<file path="src/pic_defs.svh">
// Purpose: constants of the platform interrupt controller
// Assumes: byte addresses on a 32-bit classic Wishbone bus
// Notes:   definitions only
`ifndef PIC_DEFS_SVH
`define PIC_DEFS_SVH

`define PIC_NSRC          44
`define PIC_IDW           6
`define PIC_PRIW          4

`define PIC_SOFT_ADR      32'h0200_0000
`define PIC_TCMP_LO_ADR   32'h0200_4000
`define PIC_TCMP_HI_ADR   32'h0200_4004
`define PIC_TCNT_LO_ADR   32'h0200_BFF8
`define PIC_TCNT_HI_ADR   32'h0200_BFFC
`define PIC_PRIO_BASE     32'h0C00_0000
`define PIC_PEND_LO_ADR   32'h0C00_1000
`define PIC_PEND_HI_ADR   32'h0C00_1004
`define PIC_EN_LO_ADR     32'h0C00_2000
`define PIC_EN_HI_ADR     32'h0C00_2004
`define PIC_FLOOR_ADR     32'h0C20_0000
`define PIC_CLAIM_ADR     32'h0C20_0004
`define PIC_EVT_STAT_ADR  32'h0C30_0000
`define PIC_EVT_CLR_ADR   32'h0C30_0004
`define PIC_EVT_EN_ADR    32'h0C30_0008
`define PIC_CORE_MIE_ADR  32'h0C30_000C
`define PIC_CORE_GLB_ADR  32'h0C30_0010

`define PIC_MSIE_BIT      3
`define PIC_MTIE_BIT      7
`define PIC_MEIE_BIT      11
`define PIC_LOCAL_BIT     16
`define PIC_MIE_MASK      32'h000F_0888

`define PIC_CAUSE_SW      5'h03
`define PIC_CAUSE_TMR     5'h07
`define PIC_CAUSE_EXT     5'h0B
`define PIC_CAUSE_LOCAL   5'h10

`define PIC_EV_EXT        0
`define PIC_EV_TMR        1
`define PIC_EV_EMPTY      2
`define PIC_EV_BADCPL     3
`define PIC_NEV           4

`define PIC_TCMP_RST      64'hFFFF_FFFF_FFFF_FFFF
`define PIC_TCNT_RST      64'h0000_0000_0000_0000
`define PIC_UNMAPPED_DAT  32'h0000_0000

`endif

</file>
<file path="src/pic_pkg.sv">
// Purpose: types of the platform interrupt controller
// Assumes: pic_defs.svh holds every number
// Notes:   one packed struct carries all state
`include "pic_defs.svh"

package pic_pkg;

  typedef struct packed {
    logic                                    ack;
    logic [31:0]                             dat;
    logic                                    soft_pend;
    logic [63:0]                             tcnt;
    logic [63:0]                             tcmp;
    logic                                    tmr_pend;
    logic [`PIC_NSRC:0][`PIC_PRIW-1:0]       prio;
    logic [`PIC_NSRC:0]                      pend;
    logic [`PIC_NSRC:0]                      en;
    logic [`PIC_NSRC:0]                      inflight;
    logic [`PIC_PRIW-1:0]                    floor;
    logic [`PIC_IDW-1:0]                     claim_id;
    logic                                    ext_req;
    logic [`PIC_NEV-1:0]                     evt_st;
    logic [`PIC_NEV-1:0]                     evt_en;
    logic                                    evt_irq;
    logic [31:0]                             core_mie;
    logic                                    glob_en;
    logic                                    core_irq;
    logic [4:0]                              core_cause;
  } pic_state_t;

endpackage

</file>
<file path="src/pic_top.sv">
// Purpose: platform interrupt controller with machine timer and soft interrupt
// Assumes: sources and local lines come from logic on clk_i
// Notes:   classic Wishbone slave, one wait state, unmapped reads give zero
// Function
// - sixteen levels, 44 external channels, local lines
// - four local lines, fixed priority, direct path
// - external sources have programmable priority, one threshold
// - source identifiers fixed from 1 to 44
// - local3..local0, external, software, timer order
// - nothing reaches core_irq_o without global enable; evt_irq_o is not gated by it
// - per-type enable bits gate each interrupt
// - soft trigger bit 0 sets or clears
// - timer compare split low and high words
// - timer count split low and high words
// - per-source 4-bit priority, zero disables
// - hardware sets pending bit at identifier
// - software-writable enable bit per source
// - only priority above threshold signals core
// - claim read returns best id, clears pending
// - claim read returns zero when none qualifies
// - written id completes, source may signal again
`timescale 1ns/1ps
`include "pic_defs.svh"

module pic_top (
  // clock and reset
  input  wire logic                 clk_i,
  input  wire logic                 rst_i,
  // wishbone slave
  input  wire logic                 cyc_i,
  input  wire logic                 stb_i,
  input  wire logic                 we_i,
  input  wire logic [31:0]          adr_i,
  input  wire logic [3:0]           sel_i,
  input  wire logic [31:0]          dat_i,
  output logic                      ack_o,
  output logic [31:0]               dat_o,
  // interrupt sources
  input  wire logic [`PIC_NSRC:1]   src_i,
  input  wire logic [3:0]           local_i,
  // core side
  output logic                      core_irq_o,
  output logic [4:0]                core_cause_o,
  output logic                      evt_irq_o
);

  pic_pkg::pic_state_t r;
  pic_pkg::pic_state_t n;
  logic [`PIC_IDW-1:0] best_id;
  logic                req;
  logic                commit;
  logic [`PIC_IDW-1:0] prio_id;
  logic [`PIC_IDW-1:0] cpl_id;
  logic [`PIC_NEV-1:0] ev;
  logic [`PIC_NEV-1:0] clr;
  logic [3:0]          loc;

  // byte-lane merge for full-word registers
  function automatic logic [31:0] merge(input logic [31:0] old, input logic [31:0] nw, input logic [3:0] sel);
    logic [31:0] res;
    res = old;
    for (int b = 0; b < 4; b++) begin
      if (sel[b]) begin
        res[8*b +: 8] = nw[8*b +: 8];
      end
    end
    return res;
  endfunction

  // priority slot decode: returns the source id, zero when no slot is hit
  function automatic logic [`PIC_IDW-1:0] prio_slot(input logic [31:0] adr);
    logic [`PIC_IDW-1:0] id;
    id = '0;
    for (int i = 1; i <= `PIC_NSRC; i++) begin
      if (adr == `PIC_PRIO_BASE + 32'(4 * i)) begin
        id = `PIC_IDW'(i);
      end
    end
    return id;
  endfunction

  // strict compare keeps the lowest id on a tie and excludes priority zero
  function automatic logic [`PIC_IDW-1:0] pick(input logic [`PIC_NSRC:0] pend,
                                                input logic [`PIC_NSRC:0] en,
                                                input logic [`PIC_NSRC:0][`PIC_PRIW-1:0] prio,
                                                input logic [`PIC_PRIW-1:0] floor);
    logic [`PIC_IDW-1:0]  id;
    logic [`PIC_PRIW-1:0] top;
    id  = '0;
    top = floor;
    for (int i = 1; i <= `PIC_NSRC; i++) begin
      if (pend[i] && en[i] && prio[i] > top) begin
        id  = `PIC_IDW'(i);
        top = prio[i];
      end
    end
    return id;
  endfunction

  always_comb begin
    n       = r;
    req     = cyc_i & stb_i;
    commit  = req & r.ack;
    prio_id = prio_slot(adr_i);
    cpl_id  = dat_i[`PIC_IDW-1:0];
    best_id = pick(r.pend, r.en, r.prio, r.floor);
    ev      = '0;
    clr     = '0;
    loc     = local_i & r.core_mie[`PIC_LOCAL_BIT +: 4];

    // bus handshake: ack one cycle after the request, then drop
    n.ack = req & ~r.ack;
    n.dat = `PIC_UNMAPPED_DAT;
    if (req && !r.ack && !we_i) begin
      if (prio_id != '0) begin
        n.dat = {28'h0, r.prio[prio_id]};
      end else begin
        case (adr_i)
          `PIC_SOFT_ADR:     n.dat = {31'h0, r.soft_pend};
          `PIC_TCMP_LO_ADR:  n.dat = r.tcmp[31:0];
          `PIC_TCMP_HI_ADR:  n.dat = r.tcmp[63:32];
          `PIC_TCNT_LO_ADR:  n.dat = r.tcnt[31:0];
          `PIC_TCNT_HI_ADR:  n.dat = r.tcnt[63:32];
          `PIC_PEND_LO_ADR:  n.dat = r.pend[31:0];
          `PIC_PEND_HI_ADR:  n.dat = {19'h0, r.pend[`PIC_NSRC:32]};
          `PIC_EN_LO_ADR:    n.dat = r.en[31:0];
          `PIC_EN_HI_ADR:    n.dat = {19'h0, r.en[`PIC_NSRC:32]};
          `PIC_FLOOR_ADR:    n.dat = {28'h0, r.floor};
          `PIC_CLAIM_ADR:    n.dat = {26'h0, best_id};
          `PIC_EVT_STAT_ADR: n.dat = {28'h0, r.evt_st};
          `PIC_EVT_EN_ADR:   n.dat = {28'h0, r.evt_en};
          `PIC_CORE_MIE_ADR: n.dat = r.core_mie;
          `PIC_CORE_GLB_ADR: n.dat = {31'h0, r.glob_en};
          default:           n.dat = `PIC_UNMAPPED_DAT;
        endcase
      end
    end
    // claim id is frozen with the read data so the clear hits the returned source
    if (req && !r.ack && !we_i && adr_i == `PIC_CLAIM_ADR) begin
      n.claim_id = best_id;
    end

    // timer runs every cycle; a written half replaces the incremented value
    n.tcnt = r.tcnt + 64'h1;

    // pending bits latch a high source level unless the source is claimed, and stay set until claimed
    for (int i = 1; i <= `PIC_NSRC; i++) begin
      n.pend[i] = r.pend[i] | (src_i[i] & ~r.inflight[i]);
    end

    // writes and read side effects take place at the edge that samples ack
    if (commit && we_i) begin
      if (prio_id != '0 && sel_i[0]) begin
        n.prio[prio_id] = dat_i[`PIC_PRIW-1:0];
      end
      case (adr_i)
        `PIC_SOFT_ADR: begin
          if (sel_i[0]) begin
            n.soft_pend = dat_i[0];
          end
        end
        `PIC_TCMP_LO_ADR:  n.tcmp[31:0]  = merge(r.tcmp[31:0], dat_i, sel_i);
        `PIC_TCMP_HI_ADR:  n.tcmp[63:32] = merge(r.tcmp[63:32], dat_i, sel_i);
        `PIC_TCNT_LO_ADR:  n.tcnt[31:0]  = merge(r.tcnt[31:0], dat_i, sel_i);
        `PIC_TCNT_HI_ADR:  n.tcnt[63:32] = merge(r.tcnt[63:32], dat_i, sel_i);
        `PIC_EN_LO_ADR:    n.en[31:0]    = merge(r.en[31:0], dat_i, sel_i) & 32'hFFFF_FFFE;
        `PIC_EN_HI_ADR:    n.en[`PIC_NSRC:32] = 13'(merge({19'h0, r.en[`PIC_NSRC:32]}, dat_i, sel_i));
        `PIC_FLOOR_ADR: begin
          if (sel_i[0]) begin
            n.floor = dat_i[`PIC_PRIW-1:0];
          end
        end
        `PIC_CLAIM_ADR: begin
          if (cpl_id != '0 && cpl_id <= `PIC_IDW'(`PIC_NSRC) && r.inflight[cpl_id]) begin
            n.inflight[cpl_id] = 1'b0;
          end else begin
            ev[`PIC_EV_BADCPL] = 1'b1;
          end
        end
        `PIC_EVT_CLR_ADR:  clr      = dat_i[`PIC_NEV-1:0];
        `PIC_EVT_EN_ADR:   n.evt_en = dat_i[`PIC_NEV-1:0];
        `PIC_CORE_MIE_ADR: n.core_mie = merge(r.core_mie, dat_i, sel_i) & `PIC_MIE_MASK;
        `PIC_CORE_GLB_ADR: begin
          if (sel_i[0]) begin
            n.glob_en = dat_i[0];
          end
        end
        default: ;
      endcase
    end
    if (commit && !we_i && adr_i == `PIC_CLAIM_ADR) begin
      if (r.claim_id != '0) begin
        n.pend[r.claim_id]     = 1'b0;
        n.inflight[r.claim_id] = 1'b1;
      end else begin
        ev[`PIC_EV_EMPTY] = 1'b1;
      end
    end
    n.pend[0] = 1'b0;

    n.tmr_pend = (r.tcnt >= r.tcmp);
    n.ext_req  = (best_id != '0);
    ev[`PIC_EV_EXT] = n.ext_req & ~r.ext_req;
    ev[`PIC_EV_TMR] = n.tmr_pend & ~r.tmr_pend;
    // a new event wins over a clear in the same cycle
    n.evt_st  = (r.evt_st & ~clr) | ev;
    n.evt_irq = |(n.evt_st & n.evt_en);

    // lowest first so that each higher candidate overwrites
    n.core_irq   = 1'b0;
    n.core_cause = 5'h00;
    if (r.glob_en) begin
      if (r.tmr_pend && r.core_mie[`PIC_MTIE_BIT]) begin
        n.core_irq   = 1'b1;
        n.core_cause = `PIC_CAUSE_TMR;
      end
      if (r.soft_pend && r.core_mie[`PIC_MSIE_BIT]) begin
        n.core_irq   = 1'b1;
        n.core_cause = `PIC_CAUSE_SW;
      end
      if (r.ext_req && r.core_mie[`PIC_MEIE_BIT]) begin
        n.core_irq   = 1'b1;
        n.core_cause = `PIC_CAUSE_EXT;
      end
      for (int k = 0; k < 4; k++) begin
        if (loc[k]) begin
          n.core_irq   = 1'b1;
          n.core_cause = `PIC_CAUSE_LOCAL + 5'(k);
        end
      end
    end
  end

  always_ff @(posedge clk_i) begin
    if (rst_i) begin
      r      <= '0;
      r.tcmp <= `PIC_TCMP_RST;
      r.tcnt <= `PIC_TCNT_RST;
    end else begin
      r <= n;
    end
  end

  assign ack_o        = r.ack;
  assign dat_o        = r.dat;
  assign core_irq_o   = r.core_irq;
  assign core_cause_o = r.core_cause;
  assign evt_irq_o    = r.evt_irq;

  // checks
  a_global_gate: assert property (@(posedge clk_i) disable iff (rst_i)
    !r.glob_en |=> !core_irq_o)
    else $error("interrupt reached core without global enable");

  a_local_top: assert property (@(posedge clk_i) disable iff (rst_i)
    (r.glob_en && local_i[3] && r.core_mie[`PIC_LOCAL_BIT + 3]) |=> (core_irq_o && core_cause_o == 5'h13))
    else $error("local line 3 did not win");

  a_type_enable: assert property (@(posedge clk_i) disable iff (rst_i)
    (r.core_mie == 32'h0) |=> !core_irq_o)
    else $error("interrupt passed with all type enables clear");

  a_soft_write: assert property (@(posedge clk_i) disable iff (rst_i)
    (cyc_i && stb_i && we_i && ack_o && sel_i[0] && adr_i == `PIC_SOFT_ADR) |=> (r.soft_pend == $past(dat_i[0])))
    else $error("soft trigger bit not stored");

  a_timer_count: assert property (@(posedge clk_i) disable iff (rst_i)
    !(cyc_i && stb_i && we_i) |=> (r.tcnt == $past(r.tcnt) + 64'h1))
    else $error("timer count did not advance");

  a_timer_pend: assert property (@(posedge clk_i) disable iff (rst_i)
    (r.tcnt >= r.tcmp) |=> r.tmr_pend)
    else $error("timer pending missing at compare");

  a_claim_data: assert property (@(posedge clk_i) disable iff (rst_i)
    (cyc_i && stb_i && !we_i && !ack_o && adr_i == `PIC_CLAIM_ADR) |=> (ack_o && dat_o == {26'h0, $past(best_id)}))
    else $error("claim read returned wrong id");

  a_claim_clear: assert property (@(posedge clk_i) disable iff (rst_i)
    (cyc_i && stb_i && !we_i && ack_o && adr_i == `PIC_CLAIM_ADR && r.claim_id != '0)
      |=> (!r.pend[$past(r.claim_id)] && r.inflight[$past(r.claim_id)]))
    else $error("claimed source still pending");

  a_floor_gate: assert property (@(posedge clk_i) disable iff (rst_i)
    (best_id != '0) |-> (r.prio[best_id] > r.floor && r.en[best_id]))
    else $error("source at or below threshold selected");

  a_claimed_block: assert property (@(posedge clk_i) disable iff (rst_i)
    (best_id != '0) |-> !r.inflight[best_id])
    else $error("claimed source forwarded again");

  a_complete_free: assert property (@(posedge clk_i) disable iff (rst_i)
    (cyc_i && stb_i && we_i && ack_o && adr_i == `PIC_CLAIM_ADR && dat_i[5:0] != 6'h00 && dat_i[5:0] <= 6'h2C)
      |=> !r.inflight[$past(dat_i[5:0])])
    else $error("completed source not released");

  a_ack_drop: assert property (@(posedge clk_i) disable iff (rst_i)
    ack_o |=> !ack_o)
    else $error("ack held longer than one cycle");

  a_ack_answer: assert property (@(posedge clk_i) disable iff (rst_i)
    (cyc_i && stb_i && !ack_o) |=> ack_o)
    else $error("request not answered after one wait state");

  a_pend_set: assert property (@(posedge clk_i) disable iff (rst_i)
    (src_i[3] && !r.inflight[3] && !(cyc_i && stb_i && !we_i && ack_o && adr_i == `PIC_CLAIM_ADR))
      |=> r.pend[3])
    else $error("triggered source not pending");

  a_enable_write: assert property (@(posedge clk_i) disable iff (rst_i)
    (cyc_i && stb_i && we_i && ack_o && sel_i == 4'hF && adr_i == `PIC_EN_LO_ADR)
      |=> (r.en[31:1] == $past(dat_i[31:1])))
    else $error("enable bits not stored");

  a_prio_write: assert property (@(posedge clk_i) disable iff (rst_i)
    (cyc_i && stb_i && we_i && ack_o && sel_i[0] && adr_i == `PIC_PRIO_BASE + 32'h0000_000C)
      |=> (r.prio[3] == $past(dat_i[3:0])))
    else $error("source priority not stored");

  a_floor_write: assert property (@(posedge clk_i) disable iff (rst_i)
    (cyc_i && stb_i && we_i && ack_o && sel_i[0] && adr_i == `PIC_FLOOR_ADR)
      |=> (r.floor == $past(dat_i[3:0])))
    else $error("threshold not stored");

  a_cmp_write: assert property (@(posedge clk_i) disable iff (rst_i)
    (cyc_i && stb_i && we_i && ack_o && sel_i == 4'hF && adr_i == `PIC_TCMP_LO_ADR)
      |=> (r.tcmp[31:0] == $past(dat_i)))
    else $error("timer compare low word not stored");

  a_count_write: assert property (@(posedge clk_i) disable iff (rst_i)
    (cyc_i && stb_i && we_i && ack_o && sel_i == 4'hF && adr_i == `PIC_TCNT_HI_ADR)
      |=> (r.tcnt[63:32] == $past(dat_i)))
    else $error("timer count high word not stored");

  a_ext_over_soft: assert property (@(posedge clk_i) disable iff (rst_i)
    (r.glob_en && r.ext_req && r.core_mie[`PIC_MEIE_BIT] && (local_i & r.core_mie[`PIC_LOCAL_BIT +: 4]) == 4'h0)
      |=> (core_irq_o && core_cause_o == `PIC_CAUSE_EXT))
    else $error("external request lost to a lower type");

  a_soft_over_timer: assert property (@(posedge clk_i) disable iff (rst_i)
    (r.glob_en && r.soft_pend && r.core_mie[`PIC_MSIE_BIT] && !(r.ext_req && r.core_mie[`PIC_MEIE_BIT])
      && (local_i & r.core_mie[`PIC_LOCAL_BIT +: 4]) == 4'h0)
      |=> (core_irq_o && core_cause_o == `PIC_CAUSE_SW))
    else $error("software request lost to timer");

  a_empty_event: assert property (@(posedge clk_i) disable iff (rst_i)
    (cyc_i && stb_i && !we_i && ack_o && adr_i == `PIC_CLAIM_ADR && dat_o == 32'h0000_0000)
      |=> r.evt_st[`PIC_EV_EMPTY])
    else $error("empty claim not flagged");

  a_event_level: assert property (@(posedge clk_i) disable iff (rst_i)
    evt_irq_o == |(r.evt_st & r.evt_en))
    else $error("event interrupt does not follow status and enable");

endmodule // pic_top

</file>
<file path="config.mk">
export PLATFORM = sky130hd
export DESIGN_NAME = pic_top
export DESIGN_NICKNAME = d
export VERILOG_FILES = /design/src/pic_pkg.sv /design/src/pic_top.sv
export VERILOG_INCLUDE_DIRS = /design/src
export SDC_FILE = /design/constraint.sdc
export NUM_CORES = 2
export LEC_CHECK = 0
export BUFFER_PORTS_ARGS = -buffer_cell sky130_fd_sc_hd__buf_2
export CORE_ASPECT_RATIO = 0.6
export CORE_MARGIN = 4
export CORE_UTILIZATION = 52
export DETAILED_ROUTE_END_ITERATION = 6
export MAX_ROUTING_LAYER = met4
export PLACE_DENSITY = 0.77
export SLEW_MARGIN = 20
export SYNTH_ARGS = -nofsm -noshare
export SYNTH_HDL_FRONTEND = slang
export SYNTH_SLANG_ARGS = --single-unit
</file>
<file path="constraint.sdc">
create_clock -name clk_i -period 188.4 [get_ports clk_i]
set_input_delay 37.68 -clock clk_i [delete_from_list [all_inputs] [get_ports clk_i]]
set_output_delay 37.68 -clock clk_i [all_outputs]
set_load 0.01 [all_outputs]
</file>
==> out/metrics.cfg <==
[status]
status=finished, violations left
violations=DRC

[yosys]
async_reset_ff_share_pct=0
synthXorXnorAreaFrac_pct=0.904
yosysSeqAreaShare_pct=28.6
synth_seq_cells=510
synthAdderAreaFrac_pct=6.38
synth.distinct_cells=138
synth_compound_area_share_pct=28.0
yosys-mux-area-fraction_pct=6.65
synth_edf_count=0
ys.warnings.count=0
syn-mean-instance-area_sq_um=7.51
synth_top_family_by_area=compound AO/OA/AOI/OAI gates
synth-simple-area-share_pct=22.7
syn_nets=5044
syn_inst=4750
syn-cell-area_sq_um=35700
synth_top_flop_cell=dfxtp_1

[drt]
drt-vias-per-instance=6.71
drt_iter0_markers=6061
dr_total_vias=38000
drt.antenna.violating_nets=0
post-route-drc-count=16
drt_first_pass_iters=7
routedWlPerCell_um=25.0
wirelength_um=141000

[worst_setup_path]
r2r_slack_ns=114.28
worst_path_max_delay_cell=a21oi_1
critPathMaxFanout=15
crit_required_ns=188.84
startpoint=r[57]
slowest_delay_ns=0.86
cp_data_arrival_time_ns=74.55
endpoint_kind=flop
path_class=flop to flop
r2r_cells=319
worstReg2RegStart=r[57]
cpMostUsedCell=ha_1
cp-start-kind=flop
r2r-end=dat_o[2]

[power_and_ir_drop]
power.switching_uw=57.0
comb_power_share_pct=4.0
power_leakage_nw=14.6
seq_power_share_pct=49.3
power_per_cell_area_nw_per_um2=5.84
p_int_uw=167
swShare_pct=25.4
ir_worst_vdd_uv=8.43
clockPowerShare_pct=46.6

[clocking]
clock_latency_ns=0.64
cts_hold_buf=0
clock_path_buffers=3
htreeDepth=2
post-cts-setup-buffer-count=0
cts_buffers=49
clk_pin_slew_ns=0.07
cts_resized=0
cts_root_buf=clkbuf_16
cts_tree=built
cts_sinks=510

[sta]
worstMarginPinSlew_ns=1.23
slew_violations=0
skew_ns=0.0245
hold_violations=0
max_freq_ghz=0.0135
finalSetupTns_ns=0
rsz0062_at_grt=no
finalSetupViolCount=0
fin_crit_sh_pct=39.3
relSlewSlack_pct=17.9
finalWorstSetupSlack_ns=114.28
post-route-min-period_ns=74.12

[global_route]
grt_overflow=0
grt_usage_pct=38.0
grt_pass1_vias=33500
grt_start_max_net_pins=204
grt_pass1_wl_um=211000
antenna_found_initial=4

[floorplan]
die_area_sq_um=73000
core_sq_um=68000
die_w_um=346
io_pins=161
num_rows=74
die_h_um=211
initial_utilization_pct=52.5

[flow_run]
cap_violations=0

[place]
port_buffers=160
post-dp-hpwl_um=106000
place_congestion=1.08
post-place-ws_ns=116.31

[layout]
syn_to_final_growth_pct=7.71
final_common_cell=nand2_1
layout_common_cells=nand2_1, dfxtp_1, a21oi_1
fin_nets=4999
final_layout_size_suffix_gt1_share_pct=10.5

[worst_hold_path]
hold_path_depth=2
whs_endpoint=r[235]
min_path_type=flop to flop
min_from=r[235]

[worst max-delay path: cells and delay by family, from the launching register on]
family          cells  cell delay (ns)
compound gates    122            27.79
simple gates       88            17.45
buf+inv            21             1.55
mux                38            11.59
flops               1             0.44
fa+ha+maj          50            14.98
[through the flow]
stage / hold slack [ns] / util (%) / instances / power, mW / cell area [sq um]
floorplan: 0.432 / - / 4750 / 0.116 / 35700
global placement: 0.444 / 54.1 / 5566 / 0.121 / 36800
detailed placement: 0.452 / 54.1 / 5566 / 0.121 / 36800
CTS: 0.461 / 56.5 / 5651 / 0.223 / 38400
global route: 0.476 / 56.6 / 5657 / 0.229 / 38400
finish: 0.459 / 56.6 / 5659 / 0.224 / 38400
[per-layer routing]
metal / global-route usage, % / part of all wire [%]
met3: 15.6 / 17
met1: 54.0 / 43
met4: 11.3 / 3.4
met5: - / 0
met2: 48.2 / 37
[cell families after synthesis]
group           count (synthesis)
simple gates                 1733
compound gates               1482
buf+inv                       590
flops                         510
mux                           215
fa+ha+maj                     184
xor+xnor                       36
[power groups by stage]
stage / registers, mW / logic [mW] / clock network [mW]
4_1_cts: 0.110 / 0.00858 / 0.104
2_1_floorplan: 0.111 / 0.00432 / 0
6_report: 0.111 / 0.00903 / 0.105
3_3_place_gp: 0.113 / 0.00847 / 0
5_1_grt: 0.111 / 0.00929 / 0.109
3_5_place_dp: 0.113 / 0.00855 / 0
[sequential cells by signal (all words and copies together), names as in the netlist]
| register | flops |
|---|---|
| core_irq_o | 1 |
| ack_o | 1 |
| dat_o | 32 |
| core_cause_o | 5 |
| evt_irq_o | 1 |
| r | 470 |
[synth_stat cells (all sizes together), types with 82 or more instances]
cell      n  area, sq um
a31oi    86          608
o21ai   323         1640
nand3   181          921
inv     276         1040
nor2    447         1680
nor3     82          432
ha      173         2160
a211oi   82          663
mux2i   135         1410
dfxtp   510        10200
a21oi   450         2250
nand2   610         2300
clkbuf  237          905
[worst max path at each step]
stage / cells past startpoint / slack, ns / to
6_report: 319 / 114.28 / dat_o[2]
3_5_place_dp: 322 / 116.31 / evt_irq_o
2_1_floorplan: 326 / 124.93 / evt_irq_o
5_1_grt: 324 / 108.85 / dat_o[2]
3_3_place_gp: 322 / 118.29 / evt_irq_o
4_1_cts: 324 / 115.98 / evt_irq_o
[final cells by class]
type | instances | area (sq um)
fillers | 6393 | 29500
multi-input cells | 3650 | 23200
flip-flops and latches | 510 | 10200
clock buffers | 69 | 1370
repair buffers | 217 | 1250
well taps | 912 | 1140
inverters | 277 | 1040
clock inverters | 16 | 251
diodes | 8 | 20.0
Note: power is estimated with default switching activity, not from simulation.
